File: config.mk
export PLATFORM = sky130hd
export DESIGN_NAME = pbl_port
export DESIGN_NICKNAME = d
export VERILOG_FILES = /design/src/pbl_pkg.sv /design/src/pbl_port.sv
export VERILOG_INCLUDE_DIRS = /design/src
export SDC_FILE = /design/constraint.sdc
export NUM_CORES = 1
export LEC_CHECK = 0
export ABC_AREA = 1
export BUFFER_PORTS_ARGS = -buffer_cell sky130_fd_sc_hd__buf_4
export CAP_MARGIN = 20
export CORE_ASPECT_RATIO = 1.2
export CORE_MARGIN = 4
export CORE_UTILIZATION = 47
export DETAILED_ROUTE_END_ITERATION = 6
export GPL_TIMING_DRIVEN = 0
export HOLD_SLACK_MARGIN = 0.12
export PLACE_DENSITY_LB_ADDON = 0.1
export SYNTH_ARGS = -nofsm -noshare
export SYNTH_HDL_FRONTEND = slang
export SYNTH_SLANG_ARGS = --single-unit
File: constraint.sdc
create_clock -name mclk_i -period 2.21 [get_ports mclk_i]
set_input_delay 0.221 -clock mclk_i [delete_from_list [all_inputs] [get_ports mclk_i]]
set_output_delay 0.221 -clock mclk_i [all_outputs]
set_load 0.02 [all_outputs]
File: src/pbl_cfg.svh
// pbl_cfg.svh - constants for the converter's parallel host bus port.
// assumes: included by the package and the port module, by bare name.
`ifndef PBL_CFG_SVH
`define PBL_CFG_SVH

// widths of the lanes and the result
`define PBL_WORD_W      12
`define PBL_LO_W        8
`define PBL_HI_W        3
`define PBL_CHAN_W      3

// field positions inside the twelve-bit word
`define PBL_SHARED_BIT  8
`define PBL_HI_LSB      9
`define PBL_HI_MSB      11
`define PBL_UPPER_LSB   8
`define PBL_UPPER_MSB   11

// field positions inside the high byte on the lower lines
`define PBL_NIB_MSB     3
`define PBL_TAG_LSB     4
`define PBL_TAG_MSB     6
`define PBL_TOP_BIT     7

// lane masks on a write pulse
`define PBL_LANE_LO     2'h1
`define PBL_LANE_HI     2'h2
`define PBL_LANE_WORD   2'h3

// reset values
`define PBL_WORD_RST    12'h000
`define PBL_LO_RST      8'h00
`define PBL_HI_RST      3'h0
`define PBL_CHAN_RST    3'h0
`define PBL_LANE_RST    2'h0

`endif

File: src/pbl_pkg.sv
// pbl_pkg.sv - types shared by the parallel host bus port.
// assumes: pbl_cfg.svh sits in the same folder.
`include "pbl_cfg.svh"

package pbl_pkg;

  // one sampled snapshot of every host-facing input pin
  typedef struct packed {
    logic                  cs_n;     // device select
    logic                  rd_n;     // read strobe
    logic                  wr_n;     // write strobe
    logic                  word_sel; // high = word mode, low = byte mode
    logic                  shared;   // bit 8 or high_byte_enable
    logic [`PBL_LO_W-1:0]  lo;       // lines 0..7
    logic [`PBL_HI_W-1:0]  hi;       // lines 9..11
  } pbl_pins_type;

  // read-side snapshot: result, its channel and lane choice
  typedef struct packed {
    logic [`PBL_WORD_W-1:0] res;
    logic [`PBL_CHAN_W-1:0] chan;
    logic                   word;
    logic                   high_byte_enable; // lane pick taken at read start
  } pbl_rdlat_type;

  // bus phase, one-hot
  typedef enum logic [2:0] {
    PBL_IDLE = 3'b001,
    PBL_READ = 3'b010,
    PBL_WRIT = 3'b100
  } pbl_state_type;

endpackage

File: src/pbl_port.sv
// pbl_port.sv - device end of the three-state parallel host bus.
// assumes: pins are asynchronous to mclk_i; result and channel come from
// core logic on mclk_i; a pad ring resolves pin level from the enables.
`include "pbl_cfg.svh"

// Contract
// - lines 0-7 bidirectional, under select and strobes
// - word mode: shared pin is data bit 8
// - byte mode: shared pin is high_byte_enable input
// - byte, enable low: low eight bits on 0-7
// - byte, enable high: upper four bits on 0-3
// - high-byte read: channel tag on lines 4-6
// - word mode: lines 9-11 carry upper bits
// - drive result after read strobe with select
module pbl_port
  import pbl_pkg::*;
(
  // clock and reset
  input  wire logic                   mclk_i,
  input  wire logic                   rst_n_i,
  // host control pins
  input  wire logic                   cs_n_i,
  input  wire logic                   rd_n_i,
  input  wire logic                   wr_n_i,
  input  wire logic                   word_sel_i,
  // lines 0..7
  input  wire logic [`PBL_LO_W-1:0]   lo_lines_i,
  output logic      [`PBL_LO_W-1:0]   lo_lines_o,
  output logic      [`PBL_LO_W-1:0]   lo_lines_oe_o,
  // shared_bit8_lane_pin
  input  wire logic                   shared_bit8_lane_pin_i,
  output logic                        shared_bit8_lane_pin_o,
  output logic                        shared_bit8_lane_pin_oe_o,
  // lines 9..11
  input  wire logic [`PBL_HI_W-1:0]   hi_lines_i,
  output logic      [`PBL_HI_W-1:0]   hi_lines_o,
  output logic      [`PBL_HI_W-1:0]   hi_lines_oe_o,
  // core side: result to present
  input  wire logic [`PBL_WORD_W-1:0] result_i,
  input  wire logic [`PBL_CHAN_W-1:0] result_chan_i,
  // core side: register write pulse and read done pulse
  output logic                        wr_strobe_o,
  output logic      [`PBL_WORD_W-1:0] wr_data_o,
  output logic      [1:0]             wr_lane_o,
  output logic                        rd_done_o
);

  ////////////////////////////////////////////////////////////////////////////
  // reset release and pin synchronisers

  logic         rst_m_q;   // first reset stage
  logic         rst_s_q;   // released reset used everywhere
  pbl_pins_type pin_raw;   // pins as they arrive
  pbl_pins_type pin_m_q;   // first stage, read only by second
  pbl_pins_type pin_q;     // safe copy

  assign pin_raw = '{cs_n: cs_n_i, rd_n: rd_n_i, wr_n: wr_n_i, word_sel: word_sel_i,
                     shared: shared_bit8_lane_pin_i, lo: lo_lines_i, hi: hi_lines_i};

  // reset: assert at once, release after two edges
  always_ff @(posedge mclk_i or negedge rst_n_i) begin
    if (!rst_n_i) begin
      rst_m_q <= 1'b0;
      rst_s_q <= 1'b0;
    end else begin
      rst_m_q <= 1'b1;
      rst_s_q <= rst_m_q;
    end
  end

  // strobes idle high so a reset never looks like an access
  always_ff @(posedge mclk_i or negedge rst_s_q) begin
    if (!rst_s_q) begin
      pin_m_q <= '{cs_n: 1'b1, rd_n: 1'b1, wr_n: 1'b1, default: '0};
      pin_q   <= '{cs_n: 1'b1, rd_n: 1'b1, wr_n: 1'b1, default: '0};
    end else begin
      pin_m_q <= pin_raw;
      pin_q   <= pin_m_q;
    end
  end

  ////////////////////////////////////////////////////////////////////////////
  // decode of the sampled pins

  wire rd_act = !pin_q.cs_n && !pin_q.rd_n; // read in progress
  wire wr_act = !pin_q.cs_n && !pin_q.wr_n; // write in progress
  wire high_byte_enable = !pin_q.word_sel && pin_q.shared; // shared pin as lane pick

  ////////////////////////////////////////////////////////////////////////////
  // bus phase

  pbl_state_type st_q;
  pbl_state_type st_d;

  // a strobe pair wins only from idle; the other strobe is ignored until release
  always_comb begin
    st_d = st_q;
    case (st_q)
      PBL_IDLE: begin
        if (rd_act) begin
          st_d = PBL_READ;
        end else if (wr_act) begin
          st_d = PBL_WRIT;
        end
      end
      PBL_READ: begin
        if (!rd_act) begin
          st_d = PBL_IDLE;
        end
      end
      PBL_WRIT: begin
        if (!wr_act) begin
          st_d = PBL_IDLE;
        end
      end
      default: st_d = PBL_IDLE;
    endcase
  end

  ////////////////////////////////////////////////////////////////////////////
  // read snapshot: taken at the start so the bus holds still all read long

  pbl_rdlat_type lat_q;
  pbl_rdlat_type lat_d;
  wire           rd_start = (st_q == PBL_IDLE) && (st_d == PBL_READ);
  wire           rd_on    = (st_d == PBL_READ);

  assign lat_d = rd_start ? '{res: result_i, chan: result_chan_i,
                              word: pin_q.word_sel, high_byte_enable: high_byte_enable} : lat_q;

  // lane mux for the next pin values
  wire byte_hi = rd_on && !lat_d.word && lat_d.high_byte_enable;
  wire [`PBL_LO_W-1:0] hi_byte = {1'b0, lat_d.chan,
                                  lat_d.res[`PBL_UPPER_MSB:`PBL_UPPER_LSB]};
  wire [`PBL_LO_W-1:0] lo_d    = byte_hi ? hi_byte : lat_d.res[`PBL_LO_W-1:0];
  wire [`PBL_LO_W-1:0] lo_oe_d = rd_on ? 8'hff : 8'h00;
  wire                 sh_oe_d = rd_on && lat_d.word;
  wire [`PBL_HI_W-1:0] hi_oe_d = (rd_on && lat_d.word) ? 3'h7 : 3'h0;

  ////////////////////////////////////////////////////////////////////////////
  // write capture: lines sampled together with the strobe rise

  wire wr_end = (st_q == PBL_WRIT) && !wr_act;
  // host zero-fills the top of a high write; those lines are not used here
  wire [`PBL_WORD_W-1:0] wdat_d =
    pin_q.word_sel   ? {pin_q.hi, pin_q.shared, pin_q.lo} :
    high_byte_enable ? {pin_q.lo[`PBL_NIB_MSB:0], `PBL_LO_RST} :
                       {4'h0, pin_q.lo};
  wire [1:0] lane_d = pin_q.word_sel   ? `PBL_LANE_WORD :
                      high_byte_enable ? `PBL_LANE_HI : `PBL_LANE_LO;

  ////////////////////////////////////////////////////////////////////////////
  // registers and registered outputs

  // everything on the pins and core side comes out of flops
  always_ff @(posedge mclk_i or negedge rst_s_q) begin
    if (!rst_s_q) begin
      st_q                      <= PBL_IDLE;
      lat_q                     <= '0;
      lo_lines_o                <= `PBL_LO_RST;
      lo_lines_oe_o             <= `PBL_LO_RST;
      shared_bit8_lane_pin_o    <= 1'b0;
      shared_bit8_lane_pin_oe_o <= 1'b0;
      hi_lines_o                <= `PBL_HI_RST;
      hi_lines_oe_o             <= `PBL_HI_RST;
      wr_strobe_o               <= 1'b0;
      wr_data_o                 <= `PBL_WORD_RST;
      wr_lane_o                 <= `PBL_LANE_RST;
      rd_done_o                 <= 1'b0;
    end else begin
      st_q                      <= st_d;
      lat_q                     <= lat_d;
      lo_lines_o                <= lo_d;
      lo_lines_oe_o             <= lo_oe_d;
      shared_bit8_lane_pin_o    <= lat_d.res[`PBL_SHARED_BIT];
      shared_bit8_lane_pin_oe_o <= sh_oe_d;
      hi_lines_o                <= lat_d.res[`PBL_HI_MSB:`PBL_HI_LSB];
      hi_lines_oe_o             <= hi_oe_d;
      wr_strobe_o               <= wr_end;
      rd_done_o                 <= (st_q == PBL_READ) && !rd_act;
      if (wr_end) begin
        wr_data_o <= wdat_d;
        wr_lane_o <= lane_d;
      end
    end
  end
endmodule

Yosys cells after proc, flatten, opt, wreduce, memory -nomap -nowiden
Cells that the tools add are included.
{"block": "word_totals", "in_bits": 33, "out_inout_bits": 40, "ff_bits": 94, "wordCells": 64}
{"block": "op_classes", "eq_ne": 4, "reduce_logical": 16, "n_mux": 13}
{"op": "$mux W12", "count": 2}
{"op": "$mux W17", "count": 1}
{"op": "$mux W8", "count": 2}
{"op": "$mux W3", "count": 5}
{"op": "$logic_and A1 B1 Y1", "count": 9}
{"op": "$pmux W3 S3", "count": 1}
{"op": "$logic_not A1 Y1", "count": 7}
{"op": "$eq A3 B2 Y1 const B", "count": 2}
{"op": "$mux W2", "count": 2}
{"op": "$eq A3 B1 Y1 const B", "count": 1}
{"op": "$eq A3 B3 Y1 const B", "count": 1}

Logic depth before layout (Yosys ltp)
Gate-level depths: netlist (run 1).
{"block": "logic_depth", "depth_word": 12, "mapped_depth": 10, "mapped_depth_nobuf": 9}

Worst setup path after synthesis (run 1)
Ideal clock, no wire load.
{"block": "synth_timing", "kind": "register -> register", "startpoint": "register pin_q[15] in the netlist's numbering", "endpoint": "register lo_lines_o[0]", "arrival_time_ps": 1340, "required_time_ps": 2094, "period_less_slack_ps": 1457, "setup_time_ps": 116, "stages_incl_launch_ff": 10, "path_slack_ps": 753, "n_path_buf": 1, "cell_sequence": "dfstp_2 > or2_4 > nand2_8 > nand2_2 > buf_6 > nand2_1 > nand2_1 > nand3_2 > nand2_1 > nand2_1"}
{"block": "synth_via", "elab_chain_cells": 12, "word_cells_on_any_way": 15, "cone_classes": "eq/ne: 1; mux: 7; reduce/logical: 7"}
{"item": "start, declared", "line_no": "pbl_port.sv:55", "text": "pbl_pins_type pin_q;"}
{"item": "start signal, assigned", "line_no": "pbl_port.sv:78", "text": "pin_q <= pin_m_q;"}
{"item": "$logic_not A1 Y1 *", "line_no": "pbl_port.sv:85, pbl_port.sv:86"}
{"item": "$logic_and A1 B1 Y1", "line_no": "pbl_port.sv:86", "text": "wire wr_act = !pin_q.cs_n && !pin_q.wr_n;"}
{"item": "$mux W3", "line_no": "pbl_port.sv:102", "text": "end else if (wr_act) begin"}
{"item": "$mux W3", "line_no": "pbl_port.sv:100", "text": "if (rd_act) begin"}
{"item": "$pmux W3 S3 *", "line_no": "pbl_port.sv:98", "text": "case (st_q)"}
{"item": "$eq A3 B2 Y1 *", "line_no": "pbl_port.sv:125, pbl_port.sv:126"}
{"item": "$logic_and A1 B1 Y1", "line_no": "pbl_port.sv:125", "text": "wire rd_start = (st_q == PBL_IDLE) && (st_d == PBL_READ);"}
{"item": "$mux W17", "line_no": "pbl_port.sv:128", "text": "assign lat_d = rd_start ? '{res: result_i, chan: result_chan_i,"}
{"item": "$logic_not A1 Y1", "line_no": "pbl_port.sv:132", "text": "wire byte_hi = rd_on && !lat_d.word && lat_d.high_byte_enable;"}
{"item": "$logic_and A1 B1 Y1 (2 in a row)", "line_no": "pbl_port.sv:132"}
{"item": "$mux W8 *", "line_no": "pbl_port.sv:135", "text": "wire [`PBL_LO_W-1:0] lo_d = byte_hi ? hi_byte : lat_d.res[`PBL_LO_W-1:0];"}
{"item": "net lo_d[0]", "line_no": "pbl_port.sv:135"}
{"item": "end signal, assigned", "line_no": "pbl_port.sv:160", "text": "lo_lines_o <= `PBL_LO_RST;"}
{"item": "end signal, assigned", "line_no": "pbl_port.sv:173", "text": "lo_lines_o <= lo_d;"}
{"item": "end, declared", "line_no": "pbl_port.sv:28", "text": "output logic [`PBL_LO_W-1:0] lo_lines_o,"}
The timed path passes the listed nets; every way through them passes the cells marked *.
A chain may end at the register's enable or synchronous reset.

Worst setup path after layout (run 1)
Ends and elaborated chain as after synthesis.

==> results of run 1 <==
## how the worst min path moves through the flow
stage               slack (ps)         to              from  cells after the start
floorplan                  -70    rst_m_q           rst_n_i                      0
global placement             4    rst_m_q           rst_n_i                      1
detailed placement           4    rst_m_q           rst_n_i                      1
CTS                        120   lat_q[8]       result_i[3]                      3
global route               130   lat_q[2]  result_chan_i[0]                      3
finish                     130  lat_q[11]       result_i[6]                      3
## flip-flops by register name, indices dropped and copies added, names as in the netlist, 2 cells and up
signal / flops
lat_q: 16
pin_m_q: 16
pin_q: 16
wr_data_o: 12
lo_lines_o: 8
st_q: 3
wr_lane_o: 2
## critical path, stage by stage (launching register included)
cell	delay, ps
dfstp_2	560
or2_4	180
nand2_8	90
nand2_2	90
buf_6	150
nand2_1	60
nand2_1	120
nand3_2	190
nand2_1	120
nand2_1	60
## power by group through the flow
stage                     registers (µW)  clock network [µW]  logic [µW]
final                               2020                1200        1600
after global routing                2070                1300        1760
after CTS                           2030                1230        1620
after detailed placement            2050                   0        1580
after global placement              2060                   0        1520
after floorplan                     2270                   0         741
## synth_stat cells, types with 3 or more instances
| cell type | number | area, µm² |
|---|---|---|
| nand3_1 | 26 | 130 |
| inv_2 | 3 | 11.3 |
| dfrtp_1 | 73 | 1830 |
| buf_2 | 4 | 20.0 |
| buf_4 | 13 | 97.6 |
| nand2_2 | 4 | 25.0 |
| o21ai_0 | 15 | 75.1 |
| inv_1 | 14 | 52.6 |
| mux2_2 | 3 | 33.8 |
| dfstp_2 | 7 | 184 |
| o21ai_1 | 4 | 20.0 |
| nand2_1 | 67 | 251 |
| nor2_1 | 7 | 26.3 |
## final cells by class
class                      count  area, µm²
tap                           82        103
multi-input combinational    139        697
clock buffer                  10        138
inverter                      17       63.8
clock inverter                 6       91.3
buffer                        21        148
timing repair buffer          96        798
sequential                    80       2010
fill                         523       2000
## cells by family after synthesis
logic type	synth area share
compound gates	0.0480
flops	0.689
simple gates	0.178
buf+inv	0.0724
mux	0.0116
other cells	0.00128
## stage by stage
stage / cells / area (µm²)
after floorplan: 257 / 2920
after global placement: 411 / 3560
after detailed placement: 412 / 3590
after CTS: 451 / 4050
after global routing: 451 / 4050
final: 451 / 4050
## cell usage in the layout (no fill, tap or decap), drive strengths merged
cell | netlist | final
o211ai | 2 | 2
nand3 | 29 | 29
mux2 | 3 | 3
clkbuf | 2 | 12
nor2 | 8 | 8
dfstp | 7 | 7
dfrtp | 73 | 73
o21ai | 20 | 20
a21boi | 1 | 1
conb | 1 | 1
buf | 19 | 92
dlygate4sd3 | 0 | 23
nand2 | 72 | 72
inv | 17 | 18
bufinv | 0 | 2
or2 | 1 | 1
a21oi | 2 | 2
clkinvlp | 0 | 3
## routing by layer
layer	wire length, µm	GRT usage
met3	315	0.0525
met2	3000	0.274
met5	0	0
met1	2350	0.222
met4	114	0.0789
## repair_timing
| action | 4_1_cts | 5_1_grt |
|---|---|---|
| endpoints found under the hold margin | 24 | 0 |
| hold buffers | 23 | 0 |
| setup endpoints to repair | 0 | 0 |
==> flow_summary.yaml, run 1 <==
drt:
  vias: 2062
  wire_per_inst_um: 12.8
  route.detailed.drc: 0
  ant_nets: 0
  drtPass1Iterations: 4
  drtIter0Drc: 74
  vias_per_cell: 4.57
  routed_wl_um: 5780
pwr:
  switchingPower_uw: 1620
  ir_drop_v: 0.000601
  p_leak_uw: 0.00210
  intPower_uw: 3200
  swShare: 0.336
  power_frac_seq: 0.419
  total_power_uw: 4820
  power_density_nw_per_um2: 1190
  pwr-share-comb: 0.332
  pwr-share-clk: 0.249
layout:
  fin_nets: 397
  drive_above_1_share: 0.363
  final_util: 0.670
  diodes: 0
  area_growth_pct: 38.8
grt:
  grt_start_max_net_pins: 70
  grt_first_pass_wirelength_um: 9870
  grt_pass1_vias: 2140
  antenna_found_initial: 0
  track_usage: 0.174
  overflow: 0
outcome:
  status: "finished clean"
clocking:
  post_cts_buffers: 0
  cts-root-buf: "clkbuf_8"
  clockBufferDepth: 2
  cts_tree: "built"
  clk-insertion-delay-late_ps: 350
  ctsResizeCount: 0
  cts.sinks: 80
  cts_buffers: 9
  htreeDepth: 3
  clk_pin_slew_worst_paths_ps: 90
yosys:
  yosysSeqAreaShare: 0.689
  syn-cell-area_um2: 2920
  synth.avg_cell_area_um2: 11.4
  ys_types: 26
  synth-edff-count: 0
  synth_top_flop_cell: "dfrtp_1"
  synthArstFlopShare: 1.00
  synth.ff_latch_count: 80
  synth_nets: 290
  synthCells: 257
  synth_warnings: 0
floorplanning:
  rows: 31
  die_y_um: 94.3
  die-area_um2: 7540
  core_area_um2: 6050
  num_io_pins: 73
  die_w_um: 79.9
  initial_utilization: 0.482
timing:
  max_freq_mhz: 586
  setup_slack_ps: 504
  setup_tns_ps: 0
  finalHoldViolCount: 0
  whs_ps: 133
  fin_skew_ps: 9.46
  post-route-period-util: 0.772
  rsz0062_at_grt: "false"
  period_needed_ps: 1710
  drv_slew: 0
  setup-violations-final: 0
critical_path:
  r2r_cells: 9
  r2r_start: "pin_q[15]"
  cp.required_ps: 2450
  crit_path_start: "pin_q[15]"
  critical_path.max_fanout: 10
  reg2reg_slack_ps: 500
  crit_end: "lo_lines_o[0]"
  path_class: "flip-flop to flip-flop"
  end_kind: "flip-flop"
  cp_data_arrival_time_ps: 1940
  reg2reg_to: "lo_lines_o[0]"
  cp-start-kind: "flip-flop"
placed_design:
  pre_cts_ws_ps: 522
  gp_congestion: 0.769
  dpl.hpwl_um: 3910
  port_buffers: 72
job:
  cap_violations: 0
min_path:
  worstHoldPathType: "primary input to flip-flop"
Note: power is estimated with default switching activity, not from simulation.
==> run 2: changes to the inputs <==
- CORE_UTILIZATION: 47 -> 52
- clock period: 2.21 -> 1.6 ns (I/O delays scaled with it)
==> run 2 against run 1 <==
Compared with the run above: critical path type unchanged; first-iteration DRC count rose by 38%; die area decreased by 8.7%; combinational power is 54% higher; largest power group unchanged; setup slack worse by 480 ps; global-route usage rose by 1.5 points; register-to-register slack worse by 480 ps.
==> flow_summary.yaml, run 2 (synthesized netlist as in run 1, its figures left out) <==
drt:
  route.detailed.drc: 0
  drtIter0Drc: 102
  wire_per_inst_um: 13.9
  drtPass1Iterations: 4
  routed_wl_um: 6330
  vias: 2189
  vias_per_cell: 4.82
  ant_nets: 0
layout:
  diodes: 0
  fin_area_um2: 4310
  final_cell_mix: "buf_4 (97), dfrtp_1 (72), nand2_1 (62)"
  fin_nets: 420
  layout_commonest_cell: "buf_4"
  area_growth_pct: 47.5
  drive_above_1_share: 0.390
  fillers: 338
  finalNonFillerCells: 454
  reg_top3: "lat_q: 16 flops, pin_m_q: 16 flops, pin_q: 16 flops"
pwr:
  p_leak_uw: 0.00222
  ir_drop_v: 0.00129
  power_density_nw_per_um2: 1610
  switchingPower_uw: 2340
  intPower_uw: 4570
  pwr-share-comb: 0.358
  swShare: 0.339
  power_frac_seq: 0.405
  pwr-share-clk: 0.237
placed_design:
  port_buffers: 72
  placed_cell_area_um2: 3570
  dpl.hpwl_um: 3790
  place_inst: 392
  gp_congestion: 0.745
clocking:
  clockBufferDepth: 2
  cts.sinks: 80
  clk-insertion-delay-late_ps: 350
  clk_pin_slew_worst_paths_ps: 80
  htreeDepth: 3
  cts-root-buf: "clkbuf_8"
  cts_tree: "built"
  cts_buffers: 9
critical_path:
  reg2reg_slack_ps: 20
  path_class: "flip-flop to flip-flop"
  r2r_start: "pin_q[15]"
  r2r_cells: 8
  critical_path.max_fanout: 7
  end_kind: "flip-flop"
  cp-start-kind: "flip-flop"
  cp.required_ps: 1840
  cp_data_arrival_time_ps: 1820
  reg2reg_to: "lo_lines_o[5]"
floorplanning:
  die-area_um2: 6880
  die_w_um: 76.4
  core_area_um2: 5370
  die_y_um: 90.1
  initial_utilization: 0.544
  rows: 29
  num_io_pins: 73
timing:
  rsz0062_at_grt: "true"
  finalHoldViolCount: 0
  post-route-period-util: 0.985
  period_needed_ps: 1580
  setup_tns_ps: 0
  setup-violations-final: 0
  fin_skew_ps: 7.97
  drv_slew: 0
  max_freq_mhz: 635
grt:
  grt_pass1_vias: 2114
  overflow: 0
  grt_start_max_net_pins: 46
  track_usage: 0.189
  antenna_found_initial: 0
  grt_first_pass_wirelength_um: 10100
outcome:
  status: "finished clean"
job:
  cap_violations: 0
min_path:
  worstHoldPathType: "flip-flop to async pin"
-- run 2: per-layer routing --
layer	part of all wire	up-vias	track usage
met4	0.025	0	0.0997
li1	-	1065	-
met3	0.058	16	0.0460
met2	0.52	72	0.308
met1	0.39	1036	0.234
met5	0	-	0
-- run 2: area by class of cell --
cell class	count	area (µm²)	share of cell area
flip-flops and latches	80	2010	0.468
repair buffers	119	1000	0.232
multi-input cells	140	773	0.180
plain buffers	20	150	0.0349
clock buffers	11	141	0.0328
clock inverters	5	80.1	0.0186
well taps	62	77.6	0.0180
inverters	17	68.8	0.0160
-- run 2: worst max path at each step --
stage | startpoint | end | slack [ps] | cells past startpoint
floorplan | pin_q[15] | lo_lines_o[0] | 140 | 9
global placement | rst_s_q | rd_done_o | -170 | 0
detailed placement | pin_q[15] | lo_lines_o[0] | -80 | 9
CTS | pin_q[15] | lo_lines_o[5] | -2 | 9
global route | pin_q[15] | lo_lines_o[4] | -60 | 9
finish | pin_q[15] | lo_lines_o[5] | 20 | 8
-- run 2: stage by stage --
step / hold slack, ps / setup WS, ps / power, µW / utilization
final: 277 / 24.6 / 6920 / 0.802
after floorplan: -136 / 143 / 4150 / -
after global placement: -57.4 / -174 / 4930 / 0.659
after detailed placement: -51.1 / -79.0 / 5000 / 0.664
after CTS: 298 / -1.67 / 6720 / 0.774
after global routing: 322 / -57.2 / 7300 / 0.802
-- run 2: worst max-delay path: stages, from the launching register on --
cell and delay, ps:
dfstp_2 400, or2_4 290, buf_4 160, nand2_4 90, nand3_1 70, nand2_1 140
nand3_4 160, nand2_1 100, nand2_1 50
-- run 2: timing repair --
action,4_1_cts,5_1_grt
setup endpoints to repair,10,12
pin swaps,2,7
hold buffers,33,0
cloned,0,1
setup buffers,3,10
hold endpoints to repair,34,0
gates resized for setup,4,17
-- run 2: power by group through the flow --
stage          sequential, µW  clock [µW]  combinational [µW]
2_1_floorplan            3130           0                1020
3_3_place_gp             2840           0                2090
3_5_place_dp             2830           0                2160
6_report                 2800        1640                2470
4_1_cts                  2790        1640                2280
5_1_grt                  2870        1750                2680
